### config.mk
export PLATFORM = sky130hd
export DESIGN_NAME = ovrtm_top
export DESIGN_NICKNAME = d
export VERILOG_FILES = /design/src/verilog/ovrtm_pkg.sv /design/src/verilog/ovrtm_fifo.sv /design/src/verilog/ovrtm_top.sv
export SDC_FILE = /design/constraint.sdc
export NUM_CORES = 1
export LEC_CHECK = 0
export BUFFER_PORTS_ARGS = -buffer_cell sky130_fd_sc_hd__buf_4
export CORE_ASPECT_RATIO = 1.2
export CORE_MARGIN = 10
export CORE_UTILIZATION = 44
export DETAILED_ROUTE_END_ITERATION = 16
export GPL_ROUTABILITY_DRIVEN = 1
export GPL_TIMING_DRIVEN = 0
export PLACE_DENSITY_LB_ADDON = 0.12
export SLEW_MARGIN = 10
export SYNTH_ARGS = -nofsm -noshare
export SYNTH_HDL_FRONTEND = slang
export SYNTH_SLANG_ARGS = --single-unit
### constraint.sdc
create_clock -name i_clk -period 4.84 [get_ports i_clk]
set_input_delay 0.242 -clock i_clk [delete_from_list [all_inputs] [get_ports i_clk]]
set_output_delay 0.242 -clock i_clk [all_outputs]
set_load 0.05 [all_outputs]
### src/verilog/ovrtm_pkg.sv
/*
 * ovrtm_pkg: constants and carrier types for the over-range flag and
 * trigger-mark block.
 * assumes: one sampling clock domain, nothing else.
 */
package ovrtm_pkg;
	localparam int          OVRTM_SAMPLE_W     = 9;
	localparam int          OVRTM_MAG_W        = 8;
	localparam int          OVRTM_LINK_W       = 12;
	localparam int          OVRTM_NUM_CH       = 4;
	localparam int          OVRTM_HOLD_W       = 11;
	localparam int          OVRTM_HOLD_BASE_LOG = 3;
	localparam logic [1:0]  OVRTM_TRIG_MODE_MARK = 2'h3;
	localparam logic [1:0]  OVRTM_LINK_MODE_0  = 2'h0;
	localparam logic [7:0]  OVRTM_MAG_SAT      = 8'hFF;
	localparam logic [10:0] OVRTM_HOLD_RST     = 11'h000;
	localparam int          OVRTM_FIFO_DEPTH   = 16;

	// one channel's sample with its marked trigger bit
	typedef struct packed {
		logic [OVRTM_SAMPLE_W-1:0] sample;
		logic                      mark;
	} ovrtm_word_type;

	typedef struct packed {
		logic [7:0] threshold;
		logic       detect_enable;
		logic [2:0] hold_select;
		logic       repeat_enable;
		logic [1:0] repeat_source_select;
		logic       receiver_enable;
		logic       insert_enable;
		logic [1:0] link_mode_select;
	} ovrtm_cfg_type;
endpackage

### src/verilog/ovrtm_fifo.sv
/*
 * ovrtm_fifo: synchronous valid/ready FIFO, width and depth parameters.
 * assumes: single clock, synchronous active-high reset.
 */
`timescale 1ns/1ns
module ovrtm_fifo #(
	parameter int WIDTH = 12,
	parameter int DEPTH = 16
) (
	input  wire logic             i_clk,
	input  wire logic             i_rst,
	input  wire logic             i_valid,
	output logic                  o_ready,
	input  wire logic [WIDTH-1:0] i_data,
	output logic                  o_valid,
	input  wire logic             i_ready,
	output logic      [WIDTH-1:0] o_data
);
	localparam int AW = $clog2(DEPTH);

	typedef struct packed {
		logic [AW-1:0] wr;
		logic [AW-1:0] rd;
		logic [AW:0]   cnt;
	} ovrtm_fifo_state_type;

	ovrtm_fifo_state_type st_r;
	ovrtm_fifo_state_type st_nxt;
	logic [WIDTH-1:0]     mem_r [DEPTH];
	logic                 push;
	logic                 pop;

	assign o_ready = (st_r.cnt != (AW+1)'(DEPTH));
	assign o_valid = (st_r.cnt != '0);
	assign o_data  = mem_r[st_r.rd];
	assign push    = i_valid && o_ready;
	assign pop     = o_valid && i_ready;

	always_comb begin
		st_nxt = st_r;
		if (push) begin
			st_nxt.wr = (st_r.wr == AW'(DEPTH-1)) ? '0 : st_r.wr + 1'b1;
		end
		if (pop) begin
			st_nxt.rd = (st_r.rd == AW'(DEPTH-1)) ? '0 : st_r.rd + 1'b1;
		end
		if (push && !pop) begin
			st_nxt.cnt = st_r.cnt + 1'b1;
		end else if (pop && !push) begin
			st_nxt.cnt = st_r.cnt - 1'b1;
		end
	end

	always_ff @(posedge i_clk) begin
		if (i_rst) begin
			st_r <= '0;
		end else begin
			st_r <= st_nxt;
		end
		if (push) begin
			mem_r[st_r.wr] <= i_data;
		end
	end
endmodule

### src/verilog/ovrtm_top.sv
/*
 * ovrtm_top: per-channel over-range flags with programmable hold, and
 * trigger mark retiming, repeat and link-word insertion.
 * assumes: everything on the sampling clock i_clk; the trigger mark pin is
 * asynchronous; link words drain through a FIFO the receiver may stall.
 */
// Operation
// - compare low 8 magnitude bits to threshold
// - magnitude saturates, most negative gives 255
// - detection works only while enabled
// - flag high when magnitude reaches threshold
// - one flag pin per channel
// - hold select picks 8 to 1024 cycles
// - retime trigger, repeat it in mode 3
// - insertion replaces word LSB with trigger
// - link mode 0: trigger bit 0, sample above
// - trigger path latency is sample latency plus two sync cycles
// - trigger input may be asynchronous
// - samples are signed two's complement
`timescale 1ns/1ns
module ovrtm_top
	import ovrtm_pkg::*;
#(
	parameter int NUM_CH     = OVRTM_NUM_CH,
	parameter int FIFO_DEPTH = OVRTM_FIFO_DEPTH
) (
	input  wire logic                                 i_clk,
	input  wire logic                                 i_rst,
	input  wire logic [NUM_CH-1:0][OVRTM_SAMPLE_W-1:0] i_sample,
	input  wire logic                                 i_sample_valid,
	input  wire logic                                 i_trigger_mark_input,
	input  wire ovrtm_cfg_type                        i_cfg,
	input  wire logic                                 i_link_ready,
	output logic      [NUM_CH-1:0]                    o_flag_pin,
	output logic                                      o_trigger_repeat_output,
	output logic      [NUM_CH*OVRTM_LINK_W-1:0]       o_link_word,
	output logic                                      o_link_valid,
	output logic                                      o_sample_ready
);
	// ---------------------------------------------------------------
	// functions
	// ---------------------------------------------------------------
	// two's complement in, saturated 8-bit magnitude of the low bits out
	function automatic logic [OVRTM_MAG_W-1:0] ovrtm_mag(
		input logic [OVRTM_SAMPLE_W-1:0] s
	);
		logic [OVRTM_SAMPLE_W-1:0] a;
		a = s[OVRTM_SAMPLE_W-1] ? (~s + 1'b1) : s;
		if (a[OVRTM_SAMPLE_W-1]) begin
			ovrtm_mag = OVRTM_MAG_SAT;
		end else begin
			ovrtm_mag = a[OVRTM_MAG_W-1:0];
		end
	endfunction

	function automatic logic [OVRTM_HOLD_W-1:0] ovrtm_hold_len(input logic [2:0] sel);
		ovrtm_hold_len = OVRTM_HOLD_W'(1) << (OVRTM_HOLD_BASE_LOG + int'(sel));
	endfunction

	// ---------------------------------------------------------------
	// state
	// ---------------------------------------------------------------
	typedef struct packed {
		logic                                      trig_meta;
		logic                                      trig_sync;
		logic [NUM_CH-1:0][OVRTM_HOLD_W-1:0]       hold;
		logic [NUM_CH-1:0]                         flag;
		logic                                      repeat_out;
		logic [NUM_CH-1:0][OVRTM_SAMPLE_W-1:0]     smp;
		logic                                      smp_mark;
		logic                                      smp_valid;
	} ovrtm_state_type;

	ovrtm_state_type                  st_r;
	ovrtm_state_type                  st_nxt;
	logic [NUM_CH*OVRTM_LINK_W-1:0]   word_in;
	logic                             fifo_ready;

	// ---------------------------------------------------------------
	// next state
	// ---------------------------------------------------------------
	always_comb begin
		st_nxt = st_r;
		// async trigger pin through two flops before use
		st_nxt.trig_meta = i_trigger_mark_input;
		st_nxt.trig_sync = st_r.trig_meta;
		st_nxt.repeat_out = i_cfg.receiver_enable && i_cfg.repeat_enable
			&& (i_cfg.repeat_source_select == OVRTM_TRIG_MODE_MARK) && st_r.trig_sync;
		for (int c = 0; c < NUM_CH; c++) begin
			if (!i_cfg.detect_enable) begin
				st_nxt.hold[c] = OVRTM_HOLD_RST;
				st_nxt.flag[c] = 1'b0;
			end else if (i_sample_valid
				&& (ovrtm_mag(i_sample[c]) >= i_cfg.threshold)) begin
				// restart hold on every event so it runs from the last one
				st_nxt.hold[c] = ovrtm_hold_len(i_cfg.hold_select) - 1'b1;
				st_nxt.flag[c] = 1'b1;
			end else if (st_r.hold[c] != '0) begin
				st_nxt.hold[c] = st_r.hold[c] - 1'b1;
				st_nxt.flag[c] = 1'b1;
			end else begin
				st_nxt.flag[c] = 1'b0;
			end
		end
		// sample and mark registered together so both see one stage
		// stage keeps its word until the FIFO takes it; samples arriving while it waits are dropped
		if (!st_r.smp_valid || fifo_ready) begin
			st_nxt.smp_valid = i_sample_valid;
			if (i_sample_valid) begin
				st_nxt.smp      = i_sample;
				st_nxt.smp_mark = i_cfg.receiver_enable && st_r.trig_sync;
			end
		end
	end

	// ---------------------------------------------------------------
	// link word assembly
	// ---------------------------------------------------------------
	// other link modes keep the same left-justified layout; only mode 0 is defined
	always_comb begin
		word_in = '0;
		for (int c = 0; c < NUM_CH; c++) begin
			word_in[c*OVRTM_LINK_W +: OVRTM_LINK_W] =
				{st_r.smp[c], {(OVRTM_LINK_W-OVRTM_SAMPLE_W){1'b0}}};
			if (i_cfg.insert_enable) begin
				word_in[c*OVRTM_LINK_W] = st_r.smp_mark;
			end
		end
	end

	// ---------------------------------------------------------------
	// registers
	// ---------------------------------------------------------------
	always_ff @(posedge i_clk) begin
		if (i_rst) begin
			st_r <= '0;
		end else begin
			st_r <= st_nxt;
		end
	end

	assign o_flag_pin              = st_r.flag;
	assign o_trigger_repeat_output = st_r.repeat_out;

	// ---------------------------------------------------------------
	// output buffer
	// ---------------------------------------------------------------
	// receiver stall fills the FIFO, then o_sample_ready drops for the source
	ovrtm_fifo #(
		.WIDTH (NUM_CH*OVRTM_LINK_W),
		.DEPTH (FIFO_DEPTH)
	) u_fifo (
		.i_clk   (i_clk),
		.i_rst   (i_rst),
		.i_valid (st_r.smp_valid),
		.o_ready (fifo_ready),
		.i_data  (word_in),
		.o_valid (o_link_valid),
		.i_ready (i_link_ready),
		.o_data  (o_link_word)
	);

	always_ff @(posedge i_clk) begin
		if (i_rst) begin
			o_sample_ready <= 1'b0;
		end else begin
			o_sample_ready <= fifo_ready;
		end
	end
endmodule
# Word level (Yosys, flattened, before mapping)
# Memories as Yosys holds them, arrays and structs flattened. A register that Yosys moved wholly into a read port is not among the register bits.
# Index checks and enable logic that the tools add are counted.
[totals]
output_inout_bits = 55
reg_bits = 103
mem_count = 1
in_bits = 60
word_cells = 112
ram_bits = 640
[mem_list]
columns = ["name", "words", "word_bits", "rd", "rd_clocked_by_memory_dff", "wr", "line", "source"]
rows = [
  ["u_fifo.mem_r", 16, 40, 1, 1, 1, "ovrtm_fifo.sv:29", "logic [WIDTH-1:0] mem_r [DEPTH];"],
]
[op_classes]
n_addsub = 14
n_lt_le_gt_ge = 4
eq_ne = 4
n_bitwise = 5
shifts = 1
n_reduce_logical = 28
mux = 37
[ops]
columns = ["cell", "n"]
rows = [
  ["11-bit two-way mux", 8],
  ["8-bit two-way mux", 8],
  ["11-bit by 1-bit subtractor with 11-bit output (second input constant)", 5],
  ["11-bit nonzero test", 4],
  ["9-bit by 1-bit adder with 9-bit output (second input constant)", 4],
  ["9-bit two-way mux", 4],
  ["9-bit inverter", 4],
  ["8-bit >= comparator", 4],
  ["4-bit two-way mux", 4],
  ["1-bit logical AND", 12],
  ["1-bit two-way mux", 11],
  ["1-bit by 4-bit << shifter with 11-bit output (first input constant)", 1],
  ["5-bit two-way mux", 2],
  ["2-bit nonzero test", 5],
  ["4-bit by 1-bit adder with 4-bit output (second input constant)", 2],
  ["4-bit == test (second input constant)", 2],
  ["5-bit by 1-bit adder with 5-bit output (second input constant)", 1],
  ["5-bit != test (second input constant)", 1],
  ["5-bit nonzero test", 1],
  ["5-bit by 1-bit subtractor with 5-bit output (second input constant)", 1],
  ["2-bit by 3-bit adder with 4-bit output (first input constant)", 1],
  ["1-bit zero test", 3],
  ["2-bit == test (second input constant)", 1],
  ["2-bit AND reduction", 1],
  ["3 further kinds", 3],
]

# Logic depth before layout (Yosys ltp)
# Gate-level depths: netlist (run 1).
[depth]
ltp_word = 8
depth_mapped = 14

# Cells and area by module
# From an unflattened synthesis (run 1), not the netlist that was laid out.
[hier_totals]
cells_unflattened = 1994
area_unflattened_um2 = 35178.7
[modules_own_cells]
columns = ["module", "area_per_inst_um2", "n_inst", "cells_each"]
rows = [
  ["ovrtm_fifo", 29565.9, 1, 1284],
  ["ovrtm_top", 5612.9, 1, 710],
]

# Worst setup path after synthesis (run 1)
# OpenSTA, ideal clock, no wires.
[synth_timing]
path_kind = "register to register"
start = "register u_fifo.st_r[0] in the netlist's numbering"
end = "memory u_fifo.mem_r[0][11] in the netlist's numbering (enable)"
path_slack_ns = 0.696
t_arrival_ns = 3.667
stages_incl_launch_ff = 6
path_cell_list = "dfxtp_1 -> nor2b_1 -> a21boi_0 -> clkbuf_1 -> nand2_1 -> nor3_1"
[synth_between]
elab_chain_cells = 4
[synth_rtl]
columns = ["item", "line", "source"]
rows = [
  ["from (decl)", "ovrtm_fifo.sv:27", "ovrtm_fifo_state_type st_r;"],
  ["from (signal assigned)", "ovrtm_fifo.sv:58", "st_r <= st_nxt;"],
  ["5-bit != test", "ovrtm_fifo.sv:33", "assign o_ready = (st_r.cnt != (AW+1)'(DEPTH));"],
  ["1-bit logical AND", "ovrtm_fifo.sv:36", "assign push = i_valid && o_ready;"],
  ["named net u_fifo.push", "ovrtm_fifo.sv:30", "logic push;"],
  ["1-bit two-way mux", "ovrtm_fifo.sv:60", "if (push) begin"],
  ["1-bit two-way mux (implied by the code)", "ovrtm_fifo.sv:61", "mem_r[st_r.wr] <= i_data;"],
  ["to (decl)", "ovrtm_fifo.sv:29", ""],
]
# The timed path passes the listed nets, and every way through them passes these cells.

==> summary.md, run 1 <==
| Metric | Value |
|---|---|
| Slew @ Worst Pin | `1.21 ns` |
| Vias in the first global route | `16600` |
| Initial Util | `44.4%` |
| Sequential-to-total area share from yosys stat | `69.5%` |
| Nets | `2036` |
| Post-CTS Hold Buffers | `38` |
| RSZ-0062 raised after global routing | `false` |
| Synthesized area per cell | `17.2 sq um` |
| Number of buffers inserted by port buffering | `103` |
| Post-Layout Inst Area | `33800 sq um` |
| Relative slew slack | `19.3%` |
| Mapped Area | `28600 sq um` |
| Synth Instances | `1661` |
| Ys Warns | `0` |
| Crit path cell chain | `clkbuf_1 > clkbuf_1 > buf_2 > mux4_2 > mux4_2 > buf_4 > buf_4` |
| Arrival time of the worst setup path | `3.91 ns` |
| Layout Utilization | `52.4%` |
| Layout cells sized above 1 | `24.9%` |
| Seq cells post-synth | `699` |
| Required time worst endpoint | `4.60 ns` |
| CP max stage cell | `clkbuf_1` |
| Total core area | `64600 sq um` |
| First DRT Iteration DRCs | `1538` |
| First-pass GRT wire length | `111000 um` |
| FF/Latch Area | `19900 sq um` |
| Worst-path maximum fanout | `10` |
| Post-route setup TNS | `0 ns` |
| Hold crit path type | `in -> reg` |
| Final Cycle Share | `85.8%` |
| Final Hold Viols | `0` |
| GRT Resource Usage Total | `20.0%` |
| Routed vias/inst | `5.75` |
| Worst r2r dst | `u_fifo.mem_r[0][15]` |
| Drt total wl | `75500 um` |
| Die Y | `300 um` |
| Largest net degree at the start of global routing | `20` |
| DRT Pass-1 Iters | `6` |
| Commonest non-fill, non-tap cell in the layout | `edfxtp_1` |
| Maximum VDD drop | `277 uV` |
| CTS tree | `yes` |
| Clock slew at reported path FFs | `0.07 ns` |
| Synthesis-to-layout area growth | `18.1%` |
| Critical Path End Type | `output port` |
| Number of enable flip-flop cells after synthesis | `592` |
| Drt wl/cell | `26.8 um` |
| Die ar. | `75800 sq um` |
| Row count | `102` |
| Leakage | `11.4 nW` |
| Hpwl dp | `50800 um` |
| Vias | `16200` |
| Cell variety after synth | `64` |
| Max Slew Vio Count | `0` |
| Die width | `253 um` |
| Flop-to-flop setup slack | `1.39 ns` |
| CP startpoint kind | `flop` |
| Filler cell count | `5233` |
| Multi-input gate area | `8320 sq um` |
| Routed Antenna Nets | `0` |
| Initial antenna violation count | `3` |
| Final Setup Violations | `0` |
| Largest stage delay, worst path | `0.68 ns` |
| Clock Latency Late Sink | `0.61 ns` |
| Clock skew | `0.0251 ns` |
| Fmax | `241 MHz` |
| Root Buffer | `clkbuf_16` |
| Commonest cells after routing, fill and taps aside | `592 x edfxtp_1, 185 x mux4_2, 159 x nand2_1, 140 x buf_4, 107 x dfxtp_1` |
| R2r startpoint | `u_fifo.st_r[0]` |
| CTS H-tree lvls | `3` |
| Worst Setup EP | `o_link_word[24]` |
| Clk buf depth | `3` |
| PwrDens | `471 nW/um^2` |
| Status | `finished, final reports clean` |
| Hold_sp | `i_cfg[8]` |
| GP Congestion | `0.875` |
| Cts repair resizes | `0` |
| Ys async rst share | `0%` |
| Cells on worst reg2reg path | `8` |
| Area after DPL | `31200 sq um` |
| Max Cap Viol | `0` |
| Primary FF master, synth | `edfxtp_1` |
| WS Path Type | `reg -> out` |
| Postcts setup bufs | `0` |
| Ports | `115` |
| TritonCTS Buffers | `71` |
| Power Total | `15.9 mW` |
| Crit path time final | `4.15 ns` |
| Total gr overflow | `0` |
| Clock Sink Count | `699` |
| DRC | `0` |
## cell usage after synthesis, types with 7 or more instances
cell type / number / area (sq um)
nor2_1: 72 / 270
mux2i_1: 8 / 80.1
nand2_1: 159 / 597
nand2b_1: 9 / 56.3
buf_1: 7 / 26.3
nor4_1: 7 / 43.8
o21ai_0: 27 / 135
nand3_1: 20 / 100
edfxtp_1: 592 / 17800
buf_4: 17 / 128
a21oi_1: 76 / 380
nor3_1: 30 / 150
xor2_1: 21 / 184
buf_2: 14 / 70.1
xnor2_1: 17 / 149
clkbuf_1: 52 / 195
mux4_2: 185 / 4170
nand4_1: 8 / 50.1
inv_1: 37 / 139
mux2_2: 8 / 90.1
o31ai_1: 17 / 128
ha_1: 50 / 626
a31oi_1: 12 / 75.1
nor2b_1: 11 / 68.8
or3_1: 9 / 56.3
o41ai_1: 8 / 70.1
dfxtp_1: 107 / 2140
## metrics by stage
step / std cells / hold WS (ns) / worst slack (ns)
6_report: 2815 / 0.0302 / 0.688
5_1_grt: 2815 / 0.0355 / 0.541
4_1_cts: 2813 / 0.00221 / 0.605
3_5_place_dp: 2646 / 0.431 / 0.846
3_3_place_gp: 2604 / 0.419 / -3.72
2_1_floorplan: 1669 / 0.370 / 0.696
## worst min-delay path by stage
| stage | endpoint | cells after the start |
|---|---|---|
| final | st_r[83] | 3 |
| after global routing | u_fifo.st_r[4] | 3 |
| after CTS | st_r[85] | 3 |
| after detailed placement | st_r[87] | 1 |
| after global placement | st_r[87] | 1 |
| after floorplan | st_nxt[87] | 1 |
## critical path: cells and delay by family, from the launching register on
family | cells | cell delay, ns
buffers and inverters | 5 | 1.84
DFF | 1 | 0.38
muxes | 2 | 1.07
## report_power, final
group          total [mW]  switching [mW]  internal [mW]
clock network        5.35            2.28           3.07
logic                3.66            2.10           1.55
registers            6.94           0.212           6.73
## metal layers
layer  vias up  track usage (%)  wire length [um]
met3       110             2.89              4090
li1       7136                -                 -
met1      8443             26.1             31200
met5         -                0                13
met2       501             34.0             38300
met4         2             6.76              1920
## cell families after synthesis
group | Yosys count | synth area share [%]
other | 2 | 0.0262
adders and majority gates | 51 | 2.25
DFF | 699 | 69.5
AOI/OAI and AO/OA | 191 | 4.26
muxes | 201 | 15.1
and+or+nand+nor | 352 | 5.68
buffers and inverters | 127 | 1.95
xor gates and xnor gates | 38 | 1.16
## flip-flops by register name, summed over array words and instances (netlist names), named ones only
register and flops:
o_trigger_repeat_output 1, u_fifo.st_r 13, st_r 83, o_sample_ready 1
st_nxt 1, u_fifo.mem_r 592, o_flag_pin 4
## final cells by class
cell class | count | share of cell area (%)
Timing Repair Buffer | 183 | 5.24
Antenna cell | 2 | 0.0148
Clock buffer | 97 | 5.69
Multi-Input combinational cell | 843 | 24.6
Clock inverter | 32 | 0.891
Tap cell | 832 | 3.08
Sequential cell | 699 | 58.9
Inverter | 37 | 0.410
Buffer | 90 | 1.24
Power figures use the tool's default switching activity.
==> inputs of run 2 (changes only) <==
--- a/config.mk
+++ b/config.mk
@@ -8,7 +8,7 @@
 export BUFFER_PORTS_ARGS = -buffer_cell sky130_fd_sc_hd__buf_4
 export CORE_ASPECT_RATIO = 1.2
 export CORE_MARGIN = 10
-export CORE_UTILIZATION = 44
+export CORE_UTILIZATION = 62
 export DETAILED_ROUTE_END_ITERATION = 16
 export GPL_ROUTABILITY_DRIVEN = 1
 export GPL_TIMING_DRIVEN = 0
==> run 2 against run 1 <==
Die area fell by 27%; final area decreased by 1.3%; count of clock-buffer cells in the layout shrank 2; non-clock buffer count fell by 3; global-route usage is 5.8 points higher.
==> summary.md, run 2 (synthesis results as in run 1) <==
| Metric | Value |
|---|---|
| CTS tree | `yes` |
| Row count | `86 (-16%)` |
| Maximum VDD drop | `398 uV (+44%)` |
| Clock Sink Count | `699 (unchanged)` |
| Total gr overflow | `0 (unchanged)` |
| Hold slack | `0.0411 ns (+0.0109 ns)` |
| First DRT Iteration DRCs | `1929 (+25%)` |
| Clock slew at reported path FFs | `0.06 ns (about the same)` |
| Routed Antenna Nets | `0 (unchanged)` |
| Total core area | `45800 sq um (-29%)` |
| PwrDens | `468 nW/um^2 (-0.68%)` |
| Relative slew slack | `23.5% (+4.2 points)` |
| Layout cells sized above 1 | `24.8% (-0.18 points)` |
| Drt wl/cell | `27.3 um (+1.6%)` |
| GRT Resource Usage Total | `25.9% (+5.8 points)` |
| Biggest register | `u_fifo.mem_r` |
| Drt total wl | `70400 um (-6.8%)` |
| Initial antenna violation count | `2 (-1)` |
| Filler cell count | `2827 (-46%)` |
| Status | `finished, final reports clean` |
| Arrival time of the worst setup path | `3.84 ns (-0.07 ns)` |
| DRT Pass-1 Iters | `8 (+2)` |
| CTS H-tree lvls | `3 (unchanged)` |
| Routed vias/inst | `6.37 (+11%)` |
| GR Util met3 | `4.29% (+1.4 points)` |
| Die width | `216 um (-15%)` |
| Max Cap Viol | `0 (unchanged)` |
| Clock skew | `0.0147 ns (-0.0104 ns)` |
| DRC | `0 (unchanged)` |
| Final Setup Violations | `0 (unchanged)` |
| Layout Utilization | `72.9% (+20 points)` |
| Initial Util | `62.5% (+18 points)` |
| Clk buf depth | `3 (unchanged)` |
| Largest regs | `u_fifo.mem_r x592, st_r x83, u_fifo.st_r x13` |
| Leakage | `11.3 nW (-0.67%)` |
| Max Slew Vio Count | `0 (unchanged)` |
| WS Path Type | `reg -> out` |
| Die ar. | `55200 sq um (-27%)` |
| Critical Path End Type | `output port` |
| TritonCTS Buffers | `66 (-7.0%)` |
| Ports | `115 (unchanged)` |
| Final Hold Viols | `0 (unchanged)` |
| GR Util met2 | `44.1% (+10 points)` |
| Fmax | `245 MHz (+1.7%)` |
| Crit path time final | `4.08 ns (-0.0684 ns)` |
| Largest net degree at the start of global routing | `21 (+5.0%)` |
| GP Congestion | `0.891 (+1.9%)` |
| CP startpoint kind | `flop` |
| Gr busiest metal | `met2` |
| Nets | `2028 (-0.39%)` |
| RSZ-0062 raised after global routing | `false` |
| Synthesis-to-layout area growth | `16.6%` |
| Max reg flops | `592 (unchanged)` |
| Vias | `16500 (+1.6%)` |
| Met1 usage | `33.4% (+7.3 points)` |
| Die Y | `255 um (-15%)` |
| Slew @ Worst Pin | `1.15 ns (-0.0592 ns)` |
| Final Cycle Share | `84.4% (-1.4 points)` |
| Root Buffer | `clkbuf_16` |
| Commonest non-fill, non-tap cell in the layout | `edfxtp_1` |
| First-pass GRT wire length | `106000 um (-4.4%)` |
| Number of buffers inserted by port buffering | `103 (unchanged)` |
| Clock Latency Late Sink | `0.60 ns (about the same)` |
| Hpwl dp | `46200 um (-9.1%)` |
| Commonest cells after routing, fill and taps aside | `592 x edfxtp_1, 185 x mux4_2, 159 x nand2_1, 134 x buf_4, 107 x dfxtp_1` |
| Vias in the first global route | `16800 (+1.4%)` |
| Worst-path maximum fanout | `10 (unchanged)` |
| Hold crit path type | `in -> reg` |
| Postcts setup bufs | `0 (unchanged)` |
| Required time worst endpoint | `4.60 ns (about the same)` |
run 2: cell count changes in the layout (fill, tap and decap cells not counted), sizes merged:
cell	before	now
clkinv	19	17
dlygate4sd3	38	37
diode	2	1
clkinvlp	3	2
buf	183	180
clkbuf	149	148
bufinv	5	3
inv	42	38
run 2: stage by stage:
stage | power, mW | instances | setup slack (ns) | TNS [ns] | area, sq um
after global routing | 16.2 | 2584 | 0.684 | 0 | 33400
after CTS | 15.7 | 2583 | 0.759 | 0 | 33400
final | 15.6 | 2584 | 0.756 | 0 | 33400
after floorplan | 9.66 | 1669 | 0.696 | 0 | 28700
after detailed placement | 10.7 | 2428 | 1.13 | 0 | 30900
after global placement | 10.6 | 2388 | -2.97 | -673.64 | 30200
run 2: power breakdown:
group          leakage, nW  switching, mW  internal (mW)
Sequential            6.34          0.212           6.73
Combinational         3.91           2.06           1.56
Clock                 1.03           2.13           2.94
Total                 11.3           4.41           11.2
run 2: what timing repair did:
| action | in CTS | in global routing |
|---|---|---|
| resized for setup | 0 | 0 |
| hold buffers | 37 | 0 |
| endpoints found under the hold margin | 36 | 0 |
run 2: cell type report:
class                   count  area [sq um]  share of cell area [%]
clock inverters            23           186                   0.558
well taps                 616           771                    2.31
flip-flops and latches    699         19900                    59.6
repair buffers            180          1720                    5.14
inverters                  37           139                   0.416
diodes                      1          2.50                 0.00749
clock buffers              95          1940                    5.80
multi-input cells         843          8320                    24.9
plain buffers              90           420                    1.26
run 2: final timing paths:
check	end	cells after the start	slack [ns]	start
min reg2reg	st_r[87]	1	0.44	st_nxt[87]
max	o_link_word[24]	6	0.76	flop
min	st_r[85]	3	0.04	i_cfg[7]
max reg2reg	u_fifo.mem_r[2][21]	8	1.44	u_fifo.st_r[0]
run 2: worst max-delay path: stages (launching register included):
cell	delay, ns
dfxtp_1	0.51
buf_1	0.74
clkbuf_1	0.74
mux4_2	0.40
mux4_2	0.52
buf_4	0.15
buf_4	0.18
run 2: metal layers:
layer	wire (um)	share of wire (%)	vias up
li1	-	-	7105
met1	26500	38	8377
met2	36300	52	850
met3	5800	8.2	121
met4	1780	2.5	0
met5	0	0	-
==> inputs of run 3 (changes only) <==
==> constraint.sdc (replaced) <==
create_clock -name i_clk -period 3.93 [get_ports i_clk]
set_input_delay 0.1965 -clock i_clk [delete_from_list [all_inputs] [get_ports i_clk]]
set_output_delay 0.1965 -clock i_clk [all_outputs]
set_load 0.05 [all_outputs]
==> run 3 against run 2 <==
Sequential cell count did not move; count of clock-buffer cells in the layout fell by 4; critical path type unchanged; largest power group unchanged; combinational power up 23%.
==> summary.md, run 3 (synthesis results as in run 1) <==
| Metric | Value |
|---|---|
| Status | `finished, final reports clean` |
| Cells on worst reg2reg path | `10 (+2)` |
| Top delay family on crit path | `buffers and inverters` |
| Worst-path maximum fanout | `10 (unchanged)` |
| Biggest register | `u_fifo.mem_r` |
| Maximum VDD drop | `499 uV (+25%)` |
| Clock Latency Late Sink | `0.60 ns (about the same)` |
| Critical path buffers and inverters | `4 (unchanged)` |
| Hold EP | `st_r[81]` |
| Die ar. | `55200 sq um (unchanged)` |
| GR Util met3 | `4.27% (-0.024 points)` |
| Largest stage delay, worst path | `0.71 ns (-0.03 ns)` |
| Largest net degree at the start of global routing | `22 (+4.8%)` |
| Worst r2r dst | `u_fifo.st_r[4]` |
| Leakage | `11.3 nW (-0.21%)` |
| WS Path Type | `reg -> out` |
| Drt total wl | `70800 um (+0.54%)` |
| First-pass GRT wire length | `106000 um (-0.20%)` |
| CP startpoint kind | `flop` |
| GR Util met2 | `42.2% (-1.8 points)` |
| Routed Antenna Nets | `0 (unchanged)` |
| Final Hold Viols | `0 (unchanged)` |
| Final Cycle Share | `97.6%` |
| Total core area | `45800 sq um (unchanged)` |
| Max Cap Viol | `0 (unchanged)` |
| Drt wl/cell | `27.5 um (+1.0%)` |
| DRT Pass-1 Iters | `7 (-1)` |
| Nets | `2019 (-0.44%)` |
| Row count | `86 (unchanged)` |
| Crit path cell chain | `clkbuf_1 > clkbuf_1 > mux4_2 > mux4_2 > buf_4 > buf_4` |
| PwrDens | `580 nW/um^2 (+24%)` |
| Power Total | `19.4 mW (+24%)` |
| Hold crit path type | `in -> reg` |
| Clock Sink Count | `699 (unchanged)` |
| Critical Path End Type | `output port` |
| DRC | `0 (unchanged)` |
| Required time worst endpoint | `3.73 ns (-0.87 ns)` |
| CP max stage cell | `clkbuf_1` |
| Final WS setup | `0.0925 ns (-0.664 ns)` |
| ANT cells | `0 (-1)` |
| Gr busiest metal | `met2` |
| GP Congestion | `0.870 (-2.4%)` |
| Commonest cells after routing, fill and taps aside | `592 x edfxtp_1, 185 x mux4_2, 159 x nand2_1, 123 x buf_4, 107 x dfxtp_1` |
| Crit path time final | `3.84 ns` |
| CTS H-tree lvls | `3 (unchanged)` |
| Hold path depth | `3 (unchanged)` |
| R2r startpoint | `u_fifo.st_r[1]` |
| Layout cells sized above 1 | `24.8% (+0.037 points)` |
| Initial antenna violation count | `1 (-1)` |
| Total gr overflow | `0 (unchanged)` |
| Clock slew at reported path FFs | `0.06 ns (about the same)` |
| Ports | `115 (unchanged)` |
| Clock skew | `0.0204 ns (+0.00569 ns)` |
| Synthesis-to-layout area growth | `16.5%` |
| Clk buf depth | `3 (unchanged)` |
| Pre-CTS worst setup slack | `0.0351 ns (-1.09 ns)` |
| Commonest non-fill, non-tap cell in the layout | `edfxtp_1` |
| Fmax | `261 MHz` |
| Number of buffers inserted by port buffering | `103 (unchanged)` |
| Largest regs | `u_fifo.mem_r x592, st_r x83, u_fifo.st_r x13` |
| Hpwl dp | `45500 um (-1.4%)` |
| Post-route insts no fill | `2572 (-0.46%)` |
| RSZ-0062 raised after global routing | `false` |
| Hold_sp | `i_cfg[9]` |
| Postcts setup bufs | `0 (unchanged)` |
| Initial Util | `62.5% (unchanged)` |
| Die width | `216 um (unchanged)` |
| Hold slack | `0.0376 ns (-0.00348 ns)` |
| Die Y | `255 um (unchanged)` |
| CTS tree | `yes` |
| TritonCTS Buffers | `66 (unchanged)` |
| Max reg flops | `592 (unchanged)` |
| Final Setup Violations | `0 (unchanged)` |
| Routed vias/inst | `6.43 (+1.0%)` |
| Vias | `16500 (+0.53%)` |
| Layout Utilization | `72.8% (-0.074 points)` |
| Relative slew slack | `23.1% (-0.39 points)` |
| Placed Cells | `2416 (-0.49%)` |
| Max Slew Vio Count | `0 (unchanged)` |
| Vias in the first global route | `16800 (-0.34%)` |
| GRT Resource Usage Total | `25.8% (-0.10 points)` |
| Root Buffer | `clkbuf_16` |
| Slew @ Worst Pin | `1.15 ns (+0.00591 ns)` |
| First DRT Iteration DRCs | `1875 (-2.8%)` |
| Arrival time of the worst setup path | `3.64 ns (-0.20 ns)` |
| Met1 usage | `34.7% (+1.3 points)` |
| Flop-to-flop setup slack | `0.69 ns (-0.75 ns)` |
## run 3: cell types whose count changed in the layout (fill, tap and decap cells not counted), sizes merged, moves of 2 or more
cell	change
dlygate4sd3	+3
bufinv	+2
buf	-11
clkbuf	-5
clkinvlp	-2
## run 3: final cells by class
type	count	area, sq um
sequential	699	19900
buffer	90	422
timing repair buffer	171	1630
multi-input combinational	843	8340
tap	616	771
fill	2813	12500
clock buffer	91	1900
clock inverter	25	253
inverter	37	139
## run 3: through the flow
| step | TNS, ns | area [sq um] |
|---|---|---|
| detailed placement | 0 | 30800 |
| floorplan | 0 | 28700 |
| global route | 0 | 33400 |
| CTS | 0 | 33400 |
| finish | 0 | 33400 |
| global placement | -875.89 | 30200 |
## run 3: how the worst max path moves through the flow
stage                   start                  end  cells past startpoint
3_3_place_gp   u_fifo.st_r[0]  u_fifo.mem_r[3][21]                      4
3_5_place_dp      i_sample[1]             st_r[51]                     15
6_report                 flop      o_link_word[24]                      6
4_1_cts           i_sample[1]             st_r[51]                     16
2_1_floorplan  u_fifo.st_r[0]  u_fifo.mem_r[3][11]                      4
5_1_grt                  flop      o_link_word[24]                      6
## run 3: report_power, final
part | internal (mW) | switching (mW)
combinational | 1.92 | 2.52
clock | 3.72 | 2.64
sequential | 8.29 | 0.262
total | 13.9 | 5.42
## run 3: routing by layer
layer | vias up | wire, um
li1 | 7072 | -
met1 | 8429 | 27100
met2 | 917 | 35300
met3 | 120 | 6490
met4 | 2 | 1900
met5 | - | 9
## run 3: repair_timing
action                                 4_1_cts  5_1_grt
resized for setup                            2        1
cloned                                       0        0
endpoints found under the hold margin       39        0
hold buffers                                40        0
pin swaps                                    0        0
setup endpoints to repair                    4       11
## run 3: worst min-delay path, stage by stage
cell     delay [ns]
buf_4          0.13
a21oi_1        0.06
o31ai_1        0.20
